### config.mk
export PLATFORM = sky130hd
export DESIGN_NAME = tcs_timer_channel
export DESIGN_NICKNAME = d
export VERILOG_FILES = /design/src/pkg/tcs_pkg.sv /design/src/pkg/tcs_tick_if.sv /design/src/design/tcs_timer_channel.sv /design/src/design/tcs_clock_select.sv
export SDC_FILE = /design/constraint.sdc
export NUM_CORES = 1
export LEC_CHECK = 0
export ABC_AREA = 1
export BUFFER_PORTS_ARGS = -buffer_cell sky130_fd_sc_hd__buf_2
export CAP_MARGIN = 10
export CELL_PAD_IN_SITES_DETAIL_PLACEMENT = 1
export CELL_PAD_IN_SITES_GLOBAL_PLACEMENT = 1
export CORE_MARGIN = 2
export CORE_UTILIZATION = 39
export CTS_CLUSTER_DIAMETER = 120
export DETAILED_ROUTE_END_ITERATION = 7
export PLACE_DENSITY = 0.77
export SETUP_SLACK_MARGIN = 0.3
export SLEW_MARGIN = 20
export SYNTH_ARGS = -nofsm -noshare
export SYNTH_HDL_FRONTEND = slang
export SYNTH_SLANG_ARGS = --single-unit
### constraint.sdc
create_clock -name i_mclk -period 1.9 [get_ports i_mclk]
set_input_delay 0.095 -clock i_mclk [delete_from_list [all_inputs] [get_ports i_mclk]]
set_output_delay 0.095 -clock i_mclk [all_outputs]
set_load 0.005 [all_outputs]
### src/pkg/tcs_pkg.sv
// Purpose : shared constants and types of the timer count source and clear select block
// Assumes : one system clock, AXI4-Lite register access
// Notes   : offsets are byte addresses of aligned 32-bit words
package tcs_pkg;
   // ****************************************************************
   // register map
   // ****************************************************************
   localparam logic [7:0]  TCS_OFF_CONTROL   = 8'h00;
   localparam logic [7:0]  TCS_OFF_COUNT     = 8'h04;
   localparam logic [7:0]  TCS_OFF_MODE      = 8'h08;
   localparam logic [7:0]  TCS_CONTROL_RESET = 8'h80;
   localparam logic [15:0] TCS_COUNT_RESET   = 16'h0000;
   localparam logic [3:0]  TCS_MODE_RESET    = 4'h0;
   // ****************************************************************
   // field positions
   // ****************************************************************
   localparam int TCS_CTL_RSV_BIT  = 7;
   localparam int TCS_CTL_CLR_LSB  = 5;
   localparam int TCS_CTL_EDGE_LSB = 3;
   localparam int TCS_CTL_SRC_LSB  = 0;
   localparam int TCS_MODE_PHASE   = 0;
   localparam int TCS_MODE_SYNC    = 1;
   localparam int TCS_MODE_CAP_1ST = 2;
   localparam int TCS_MODE_CAP_2ND = 3;
   localparam int TCS_PHASE_CHAN   = 2;
   localparam int TCS_PRESC_W      = 3;
   // ****************************************************************
   // encodings
   // ****************************************************************
   typedef enum logic [1:0] {
      TCS_CLR_NONE   = 2'h0,
      TCS_CLR_FIRST  = 2'h1,
      TCS_CLR_SECOND = 2'h2,
      TCS_CLR_SYNC   = 2'h3
   } tcs_clear_t;
   localparam logic [1:0] TCS_EDGE_RISE = 2'h0;
   localparam logic [1:0] TCS_EDGE_FALL = 2'h1;
   localparam logic [1:0] TCS_RESP_OKAY = 2'h0;
   localparam logic [1:0] TCS_RESP_SLV  = 2'h2;
endpackage

### src/pkg/tcs_tick_if.sv
// Purpose : carries source selection down and the count tick back up
// Assumes : both ends on i_mclk
// Notes   : tick is high for one cycle per count, so it stays high on the every-cycle source
`timescale 1ns/10ps
interface tcs_tick_if;
   logic [2:0] src_sel;
   logic [1:0] edge_sel;
   logic       phase_on;
   logic       tick;
   modport ctrl (output src_sel, output edge_sel, output phase_on, input tick);
   modport gen  (input src_sel, input edge_sel, input phase_on, output tick);
endinterface

### src/design/tcs_timer_channel.sv
// Purpose : one timer channel's counter with source, edge and clear selection
// Assumes : compare, capture and phase pulses come from neighbouring logic
// Notes   : registers reached over AXI4-Lite, one word each
`timescale 1ns/10ps
module tcs_timer_channel
   import tcs_pkg::*;
#(
   parameter int CHANNEL = TCS_PHASE_CHAN
)(
   input  wire logic        i_mclk,
   input  wire logic        i_resetn,
   input  wire logic        i_standby,
   input  wire logic [3:0]  i_ext_clk,
   input  wire logic        i_match_first,
   input  wire logic        i_capture_first,
   input  wire logic        i_match_second,
   input  wire logic        i_capture_second,
   input  wire logic        i_sync_clear,
   input  wire logic        i_phase_up,
   input  wire logic        i_phase_down,
   output logic [15:0]      o_count,
   output logic             o_sync_clear,
   input  wire logic [7:0]  i_awaddr,
   input  wire logic        i_awvalid,
   output logic             o_awready,
   input  wire logic [31:0] i_wdata,
   input  wire logic [3:0]  i_wstrb,
   input  wire logic        i_wvalid,
   output logic             o_wready,
   output logic [1:0]       o_bresp,
   output logic             o_bvalid,
   input  wire logic        i_bready,
   input  wire logic [7:0]  i_araddr,
   input  wire logic        i_arvalid,
   output logic             o_arready,
   output logic [31:0]      o_rdata,
   output logic [1:0]       o_rresp,
   output logic             o_rvalid,
   input  wire logic        i_rready
);
   // ****************************************************************
   // state
   // ****************************************************************
   typedef struct packed {
      logic [7:0]  control;
      logic [15:0] count;
      logic [3:0]  mode;
      logic        sync_out;
      logic        aw_got;
      logic [7:0]  awaddr;
      logic        w_got;
      logic [31:0] wdata;
      logic [3:0]  wstrb;
      logic        awready;
      logic        wready;
      logic        bvalid;
      logic [1:0]  bresp;
      logic        arready;
      logic        rvalid;
      logic [1:0]  rresp;
      logic [31:0] rdata;
   } tcs_chan_state_t;

   tcs_chan_state_t s_reg, s_next;
   tcs_tick_if      tick_bus ();
   tcs_clear_t      clr_sel;
   logic            phase_on;
   logic            ev_first;
   logic            ev_second;
   logic            clear_hit;
   logic            sw_cnt_wr;

   // decodes an address to 0 control, 1 count, 2 mode, 3 unmapped
   function automatic logic [1:0] reg_sel(input logic [7:0] addr);
      logic [1:0] r;
      r = 2'h3;
      if (addr[7:2] == TCS_OFF_CONTROL[7:2]) r = 2'h0;
      if (addr[7:2] == TCS_OFF_COUNT[7:2])   r = 2'h1;
      if (addr[7:2] == TCS_OFF_MODE[7:2])    r = 2'h2;
      return r;
   endfunction

   // ****************************************************************
   // source selection and tick generation
   // ****************************************************************
   // phase mode only exists on the phase channel
   assign phase_on          = s_reg.mode[TCS_MODE_PHASE] && (CHANNEL == TCS_PHASE_CHAN);
   assign tick_bus.src_sel  = s_reg.control[TCS_CTL_SRC_LSB +: 3];
   assign tick_bus.edge_sel = s_reg.control[TCS_CTL_EDGE_LSB +: 2];
   assign tick_bus.phase_on = phase_on;

   tcs_clock_select u_clock_select (
      .i_mclk   (i_mclk),
      .i_resetn (i_resetn),
      .i_ext_clk(i_ext_clk),
      .bus      (tick_bus.gen)
   );

   // ****************************************************************
   // clear source
   // ****************************************************************
   // each general register feeds the clear from its active function
   always_comb begin
      clr_sel   = tcs_clear_t'(s_reg.control[TCS_CTL_CLR_LSB +: 2]);
      ev_first  = s_reg.mode[TCS_MODE_CAP_1ST] ? i_capture_first : i_match_first;
      ev_second = s_reg.mode[TCS_MODE_CAP_2ND] ? i_capture_second : i_match_second;
      unique case (clr_sel)
         TCS_CLR_NONE:   clear_hit = 1'b0;
         TCS_CLR_FIRST:  clear_hit = ev_first;
         TCS_CLR_SECOND: clear_hit = ev_second;
         TCS_CLR_SYNC:   clear_hit = i_sync_clear && s_reg.mode[TCS_MODE_SYNC];
      endcase
   end

   // ****************************************************************
   // next state: bus slave, registers and counter
   // ****************************************************************
   always_comb begin
      s_next    = s_reg;
      sw_cnt_wr = 1'b0;
      // address and data accepted in either order, one write at a time
      if (s_reg.awready && i_awvalid) begin
         s_next.aw_got  = 1'b1;
         s_next.awaddr  = i_awaddr;
         s_next.awready = 1'b0;
      end
      if (s_reg.wready && i_wvalid) begin
         s_next.w_got  = 1'b1;
         s_next.wdata  = i_wdata;
         s_next.wstrb  = i_wstrb;
         s_next.wready = 1'b0;
      end
      // counter: clear beats counting; phase pulses replace the tick
      if (clear_hit) begin
         s_next.count = TCS_COUNT_RESET;
      end else if (phase_on) begin
         if (i_phase_up && !i_phase_down) begin
            s_next.count = s_reg.count + 16'h0001;
         end else if (i_phase_down && !i_phase_up) begin
            s_next.count = s_reg.count - 16'h0001;
         end
      end else if (tick_bus.tick) begin
         s_next.count = s_reg.count + 16'h0001;
      end
      // partners see our own compare match or capture clears one cycle later
      s_next.sync_out = s_reg.mode[TCS_MODE_SYNC] && clear_hit && (clr_sel != TCS_CLR_SYNC);
      // register write once both halves are in
      if (s_reg.aw_got && s_reg.w_got && !s_reg.bvalid) begin
         s_next.aw_got = 1'b0;
         s_next.w_got  = 1'b0;
         s_next.bvalid = 1'b1;
         s_next.bresp  = TCS_RESP_OKAY;
         unique case (reg_sel(s_reg.awaddr))
            2'h0: begin
               if (s_reg.wstrb[0]) begin
                  s_next.control = {1'b1, s_reg.wdata[6:0]};
               end
            end
            2'h1: begin
               // software load wins over a same-cycle tick or clear
               sw_cnt_wr = |s_reg.wstrb[1:0];
               if (s_reg.wstrb[0]) s_next.count[7:0]  = s_reg.wdata[7:0];
               if (s_reg.wstrb[1]) s_next.count[15:8] = s_reg.wdata[15:8];
            end
            2'h2: begin
               if (s_reg.wstrb[0]) s_next.mode = s_reg.wdata[3:0];
            end
            2'h3: s_next.bresp = TCS_RESP_SLV;
         endcase
      end
      if (s_reg.bvalid && i_bready) begin
         s_next.bvalid  = 1'b0;
         s_next.awready = 1'b1;
         s_next.wready  = 1'b1;
      end
      // read answer registered one cycle after the address
      if (s_reg.arready && i_arvalid) begin
         s_next.arready = 1'b0;
         s_next.rvalid  = 1'b1;
         s_next.rresp   = TCS_RESP_OKAY;
         unique case (reg_sel(i_araddr))
            2'h0: s_next.rdata = {24'h0, s_reg.control};
            2'h1: s_next.rdata = {16'h0, s_reg.count};
            2'h2: s_next.rdata = {28'h0, s_reg.mode};
            2'h3: begin
               s_next.rdata = 32'h0;
               s_next.rresp = TCS_RESP_SLV;
            end
         endcase
      end
      if (s_reg.rvalid && i_rready) begin
         s_next.rvalid  = 1'b0;
         s_next.arready = 1'b1;
      end
      // standby returns the timer registers to their reset values
      if (i_standby) begin
         s_next.control = TCS_CONTROL_RESET;
         s_next.count   = TCS_COUNT_RESET;
         s_next.mode    = TCS_MODE_RESET;
      end
   end

   // state register
   always_ff @(posedge i_mclk or negedge i_resetn) begin
      if (!i_resetn) begin
         s_reg         <= '0;
         s_reg.control <= TCS_CONTROL_RESET;
         s_reg.awready <= 1'b1;
         s_reg.wready  <= 1'b1;
         s_reg.arready <= 1'b1;
      end else begin
         s_reg <= s_next;
      end
   end

   // ****************************************************************
   // outputs
   // ****************************************************************
   assign o_count      = s_reg.count;
   assign o_sync_clear = s_reg.sync_out;
   assign o_awready    = s_reg.awready;
   assign o_wready     = s_reg.wready;
   assign o_bvalid     = s_reg.bvalid;
   assign o_bresp      = s_reg.bresp;
   assign o_arready    = s_reg.arready;
   assign o_rvalid     = s_reg.rvalid;
   assign o_rresp      = s_reg.rresp;
   assign o_rdata      = s_reg.rdata;

   // ****************************************************************
   // checks
   // ****************************************************************
   a_no_clear_off: assert property (@(posedge i_mclk) disable iff (!i_resetn)
      (s_reg.control[6:5] == 2'h0 && !i_standby && !sw_cnt_wr && !phase_on
       && s_reg.count != 16'h0 && s_reg.count != 16'hffff) |=> (o_count != 16'h0))
      else $error("counter cleared with clearing disabled");
   a_clear_first: assert property (@(posedge i_mclk) disable iff (!i_resetn)
      (s_reg.control[6:5] == 2'h1 && ev_first && !sw_cnt_wr) |=> (o_count == 16'h0))
      else $error("first register event did not clear");
   a_clear_second: assert property (@(posedge i_mclk) disable iff (!i_resetn)
      (s_reg.control[6:5] == 2'h2 && ev_second && !sw_cnt_wr) |=> (o_count == 16'h0))
      else $error("second register event did not clear");
   a_clear_sync: assert property (@(posedge i_mclk) disable iff (!i_resetn)
      (s_reg.control[6:5] == 2'h3 && s_reg.mode[TCS_MODE_SYNC] && i_sync_clear
       && !sw_cnt_wr) |=> (o_count == 16'h0))
      else $error("synchronous clear missed");
   a_capture_trigger: assert property (@(posedge i_mclk) disable iff (!i_resetn)
      (s_reg.control[6:5] == 2'h1 && s_reg.mode[TCS_MODE_CAP_1ST]
       && i_match_first && !i_capture_first) |-> !clear_hit)
      else $error("compare match cleared a capture-mode counter");
   a_phase_hold: assert property (@(posedge i_mclk) disable iff (!i_resetn)
      (phase_on && !i_phase_up && !i_phase_down && !clear_hit && !sw_cnt_wr
       && !i_standby) |=> $stable(o_count))
      else $error("counter moved in phase mode without a phase pulse");
   a_reserved_one: assert property (@(posedge i_mclk) disable iff (!i_resetn)
      (i_arvalid && o_arready && reg_sel(i_araddr) == 2'h0) |=> o_rdata[7])
      else $error("control bit 7 read as zero");
   a_count_step: assert property (@(posedge i_mclk) disable iff (!i_resetn)
      (tick_bus.tick && !phase_on && !clear_hit && !sw_cnt_wr && !i_standby)
      |=> (o_count == $past(o_count) + 16'h0001))
      else $error("counter did not step by one");
   // partners only learn of clears this channel made itself, never echoes
   a_sync_out: assert property (@(posedge i_mclk) disable iff (!i_resetn)
      (s_reg.mode[TCS_MODE_SYNC] && clear_hit && clr_sel != TCS_CLR_SYNC)
      |=> o_sync_clear)
      else $error("own clear not passed to synchronized partners");
   a_sync_quiet: assert property (@(posedge i_mclk) disable iff (!i_resetn)
      (!clear_hit) |=> !o_sync_clear)
      else $error("partner clear raised without a clear");
   // standby wins over every other counter source
   a_standby_zero: assert property (@(posedge i_mclk) disable iff (!i_resetn)
      i_standby |=> (o_count == TCS_COUNT_RESET))
      else $error("standby left the counter running");
endmodule

### src/design/tcs_clock_select.sv
// Purpose : prescaler taps, external pin sampling and count tick generation
// Assumes : external clock pins are far slower than i_mclk
// Notes   : tick lags the qualifying edge by one cycle
`timescale 1ns/10ps
module tcs_clock_select
   import tcs_pkg::*;
(
   input  wire logic       i_mclk,
   input  wire logic       i_resetn,
   input  wire logic [3:0] i_ext_clk,
   tcs_tick_if.gen         bus
);
   typedef struct packed {
      logic [TCS_PRESC_W-1:0] presc;
      logic [3:0]             ext_s1;
      logic [3:0]             ext_s2;
      logic [3:0]             ext_prev;
      logic                   tick;
   } tcs_gen_state_t;

   tcs_gen_state_t s_reg, s_next;
   logic           pin_cur;
   logic           pin_old;

   // ****************************************************************
   // next state
   // ****************************************************************
   // falling edge of a divided tap is the cycle its low bits are all ones
   always_comb begin
      s_next        = s_reg;
      s_next.presc  = s_reg.presc + 3'h1;
      s_next.ext_s1 = i_ext_clk;
      s_next.ext_s2 = s_reg.ext_s1;
      s_next.ext_prev = s_reg.ext_s2;
      pin_cur       = s_reg.ext_s2[bus.src_sel[1:0]];
      pin_old       = s_reg.ext_prev[bus.src_sel[1:0]];
      s_next.tick   = 1'b0;
      if (bus.phase_on) begin
         s_next.tick = 1'b0;
      end else if (!bus.src_sel[2]) begin
         unique case (bus.src_sel[1:0])
            2'h0: s_next.tick = 1'b1;
            2'h1: s_next.tick = s_reg.presc[0];
            2'h2: s_next.tick = &s_reg.presc[1:0];
            2'h3: s_next.tick = &s_reg.presc[2:0];
         endcase
      end else begin
         // pin index picked by the low source bits
         if (bus.edge_sel[1]) begin
            s_next.tick = pin_cur ^ pin_old;
         end else if (bus.edge_sel == TCS_EDGE_FALL) begin
            s_next.tick = pin_old & ~pin_cur;
         end else begin
            s_next.tick = pin_cur & ~pin_old;
         end
      end
   end

   // state register
   always_ff @(posedge i_mclk or negedge i_resetn) begin
      if (!i_resetn) begin
         s_reg <= '0;
      end else begin
         s_reg <= s_next;
      end
   end

   assign bus.tick = s_reg.tick;

   // ****************************************************************
   // checks
   // ****************************************************************
   a_both_edges: assert property (@(posedge i_mclk) disable iff (!i_resetn)
      (bus.src_sel[2] && bus.edge_sel[1] && !bus.phase_on && pin_cur != pin_old)
      |=> bus.tick)
      else $error("both-edge mode missed an edge");
   a_rise_only: assert property (@(posedge i_mclk) disable iff (!i_resetn)
      (bus.src_sel[2] && bus.edge_sel == TCS_EDGE_RISE && !bus.phase_on
       && pin_old && !pin_cur) |=> !bus.tick)
      else $error("rising mode counted a falling edge");
   a_div_two: assert property (@(posedge i_mclk) disable iff (!i_resetn)
      (bus.src_sel == 3'h1 && !bus.phase_on)[*3] |-> (bus.tick != $past(bus.tick)))
      else $error("divide by two tap not alternating");
   a_div_eight: assert property (@(posedge i_mclk) disable iff (!i_resetn)
      (bus.src_sel == 3'h3 && $past(bus.src_sel) == 3'h3 && !bus.phase_on && bus.tick)
      |=> !bus.tick[*7])
      else $error("divide by eight tap ticked early");
endmodule

; Yosys cells after proc, flatten, opt, wreduce, memory -nomap -nowiden
; Cells that the tools add are included.
[totals]
ff_bits = 132
latch_bits = 0
ramBits = 0
rom_bits = 0
input_bits = 71
out_inout_bits = 58
wordCells = 131
mem_count = 0
[op_classes]
addsub = 3
n_mul = 0
div_mod_pow = 0
magnitude_cmp = 1
n_eq_ne = 18
n_shift = 0
muxes = 47
bitwise = 5
n_reduce_logical = 35
[op_table]
columns = operator, count
row1 = $pmux W32 S4, 1
row2 = $mux W16, 6
row3 = $mux W28, 2
row4 = $mux W37, 1
row5 = $mux W36, 1
row6 = $mux W8, 4
row7 = $mux W2, 11
row8 = $reduce_bool A2 Y1, 10
row9 = $add A16 B1 Y16 const B, 1
row10 = $eq A2 B2 Y1 const B, 8
row11 = $sub A16 B1 Y16 const B, 1
row12 = $eq A6 B1 Y1 const B, 2
row13 = $eq A6 B2 Y1 const B, 2
row14 = $logic_and A1 B1 Y1, 12
row15 = $logic_not A6 Y1, 2
row16 = $mux W1, 12
row17 = $eq A2 B1 Y1 const B, 5
row18 = $mux W9, 1
row19 = $reduce_and A3 Y1, 3
row20 = $logic_not A2 Y1, 4
row21 = $mux W4, 2
row22 = $pmux W1 S4, 2
row23 = $mux W3, 2
row24 = $bmux W1 S2, 2
row25 = 8 further kinds, 12

; Longest topological paths before layout
[depth]
word_depth = 10
depth_mapped = 11
mapped_depth_nobuf = 11

; Cells and area by module
; Synthesis repeated with hierarchy kept, for this count alone.
[unflattened]
cells_unflattened = 701
hier_area_um2 = 5295.1
[modules_own_cells]
columns = module, instances, cells_per_inst, area_per_inst_um2, seq_area_each_um2
row1 = tcs_timer_channel, 1, 637, 4665.7, 1956.9
row2 = tcs_clock_select, 1, 64, 629.4, 400.4

; Worst setup path after synthesis
; Ideal clock, no wire load.
[synth_path]
path_kind = reg-to-reg
startpoint = register s_reg[109] in the netlist's numbering
endpoint = register u_clock_select.s_reg, in the netlist u_clock_select.bus.tick
setup_time_ns = 0.099
t_arrival_ns = 1.547
required_ns = 1.801
path_slack_ns = 0.254
stages_incl_launch_ff = 10
n_path_buf = 1
synth_period_minus_slack_ns = 1.646
cell_sequence = dfrtp_1 clkbuf_1 nor2_1 a22oi_1 nand3_1 inv_1 ha_1 o21ai_0 a21oi_1 a311oi_1
[synth_rtl]
columns = element, line_no
row1 = start: declaration, tcs_timer_channel.sv:64  ; tcs_chan_state_t s_reg, s_next;
row2 = start signal: assignment, tcs_timer_channel.sv:212  ; s_reg <= s_next;
row3 = end signal: assignment, tcs_clock_select.sv:64  ; s_reg <= s_next;
row4 = end: declaration, tcs_clock_select.sv:21  ; tcs_gen_state_t s_reg, s_next;

==> out/qor.yml <==
outcome:
  status: "finished, final reports clean"
setup_path:
  rr_endpoint: "o_count[9]"
  cp.arrival_ps: 1970
  reg2reg_from: "o_count[3]"
  path_delay_family: "simple AND/OR/NAND/NOR gates"
  critical-path-max-stage-delay_ps: 450
  crit_path_max_fanout: 5
  cp-end-kind: "register"
  path_cells: "buf_6, nor2_2, nand4_1, nor2_4, nand2_1, nand3_1, nand3_1, a21oi_1"
  rr_worst_depth: 8
  cpMostUsedCell: "nand3_1"
  critical_path_class: "register to register"
  cp-start-kind: "register"
  r2r_setup_slack_ps: 200
  cp_num_buf_inv: 1
  critPathRequiredTime_ps: 2170
  cp_slowest_cell: "dfrtp_1"
route:
  drc: 0
  first_iter_violations: 229
  dr.pass1.iters: 4
  wl_per_cell_um: 17.3
  vias: 4969
  drt-total-wl_um: 16800
  final_antenna_net_count: 0
  vias_per_cell: 5.11
sta:
  setup_tns_ps: 0
  max_freq_mhz: 588
  fin_crit_sh_pct: 89.6
  post-route-min-period_ps: 1700
  fin_hold_ws_ps: 5.04
  fin_ws_ps: 198
  drv_slew: 0
  finClkSkew_ps: 8.53
  setup_violations: 0
  grt_setup_unrepaired: "yes"
  finalHoldViolCount: 0
power_and_ir_drop:
  power.switching_mw: 2.14
  p_leak_nw: 3.26
  pwr-share-comb_pct: 26.2
  irDropWorstVdd_uv: 682
  internal_power_mw: 4.08
  swShare_pct: 34.4
  power_density_nw_per_um2: 920
  pwr-share-seq_pct: 43.2
  p_clk_share_pct: 30.5
  p_total_mw: 6.22
yosys:
  synth_cell_types: 38
  syn_inst: 675
  ys_ff_latch: 94
  synth-seq-area-share_pct: 44.7
  synth_area_um2: 5270
  yosysWarnings: 0
  syn_area_per_cell_um2: 7.81
grt:
  track_usage_pct: 23.6
  grt_pass1_wl_um: 26600
  grt_overflow: 0
  antenna_found_initial: 0
  grt_max_degree: 42
  grt_pass1_vias: 5239
min_path:
  hp-start: "i_standby"
  min_path_type: "input port to register"
  hold_depth: 2
  whs_endpoint: "o_count[11]"
cts:
  clk_pin_slew_ps: 70
  tritoncts: "yes"
  cts_htree_levels: 3
  cts_sinks: 94
  cts_made_buffers: 9
  clock_latency_ps: 360
  cts_buffer_depth: 2
  cts-root-buf: "clkbuf_16"
cells_and_area:
  stdcell_count: 973
  largest_reg_flops: 35
  seqCellArea_um2: 2370
  final_util_pct: 51.0
  layout_common_cells: "nand2_1, buf_2, dfrtp_1"
  drive_above_1_share_pct: 29.5
  fillCellCount: 1632
  fin_nets: 869
  mostFrequentLayoutCell: "nand2_1"
  design_area_um2: 6760
  num_antenna_cells: 0
  multiInputGateArea_um2: 2470
  area_growth_pct: 28.2
placed_design:
  numPlacedInstances: 898
  place_area_um2: 5620
  dp_hpwl_um: 11500
  gp_congestion: 0.931
  port_buffers: 88
  place_ws_ps: 22.0
floorplanning:
  initial_core_util_pct: 39.8
  num_rows: 42
  dieHeight_um: 120
  die-area_um2: 14500
  ios: 129
  chipWidth_um: 120
  core_area_um2: 13200
flow_run:
  drv_cap: 0
## power groups by stage
stage	Combinational [mW]	Sequential (mW)	Clock, mW
after global routing	1.84	2.73	2.01
final	1.63	2.69	1.90
after global placement	1.21	2.66	0
after detailed placement	1.28	2.69	0
after floorplan	0.894	2.61	0
after CTS	1.47	2.66	1.94
## Yosys cell counts, drive strengths merged
library cell	count	area, um^2
conb	1	3.75
o31ai	9	67.6
nand3	57	300
a22oi	1	7.51
nor2	64	305
a311oi	1	8.76
xor2	3	26.3
o21ai	52	264
o211ai	1	7.51
dfrtp	90	2250
a21oi	22	110
nand2	180	711
nand4	13	81.3
a31oi	2	12.5
o2111ai	1	8.76
o22ai	17	106
dfstp	4	105
ha	6	75.1
a211oi	1	7.51
or2	1	6.26
nor4	1	6.26
buf	60	450
inv	73	274
nor3	5	35.0
clkbuf	8	31.3
clkinv	2	7.51
## repair_timing
action / CTS / global route
setup endpoints to repair: 15 / 24
endpoints found under the hold margin: 65 / 0
resized for setup: 34 / 64
gates cloned: 0 / 1
pin swaps: 17 / 19
buffers inserted: 14 / 8
hold buffers: 36 / 0
## layout make-up
class / instances / area share [%]
clock buffers: 10 / 3.39
well taps: 176 / 3.26
repair buffers: 157 / 16.3
flip-flops and latches: 94 / 35.1
inverters: 75 / 4.20
multi-input cells: 455 / 36.6
clock inverters: 6 / 1.11
## per-layer routing
layer	up-vias	part of all wire [%]	GRT usage, %
met2	140	50	41.1
li1	2366	-	-
met5	-	0	0
met1	2438	44	29.8
met4	0	2.1	7.92
met3	25	4.5	3.87
## worst max path at each step
stage / from / endpoint / slack [ps] / cells past startpoint
after floorplan: s_reg[109] / u_clock_select.bus.tick / 330 / 9
after global placement: s_reg[108] / u_clock_select.bus.tick / 180 / 9
after detailed placement: s_reg[108] / u_clock_select.bus.tick / 20 / 9
after CTS: s_reg[109] / u_clock_select.bus.tick / 170 / 8
after global routing: s_reg[109] / u_clock_select.bus.tick / 120 / 8
final: o_count[3] / o_count[9] / 200 / 8
## cell families after synthesis
kind of cell	Yosys count	synth area share [%]
fa+ha+maj	6	1.42
compound gates	107	11.4
buf+inv	143	14.5
flops	94	44.7
xor+xnor	3	0.499
simple gates	321	27.4
other cells	1	0.0711
Note: power is estimated with default switching activity, not from simulation.
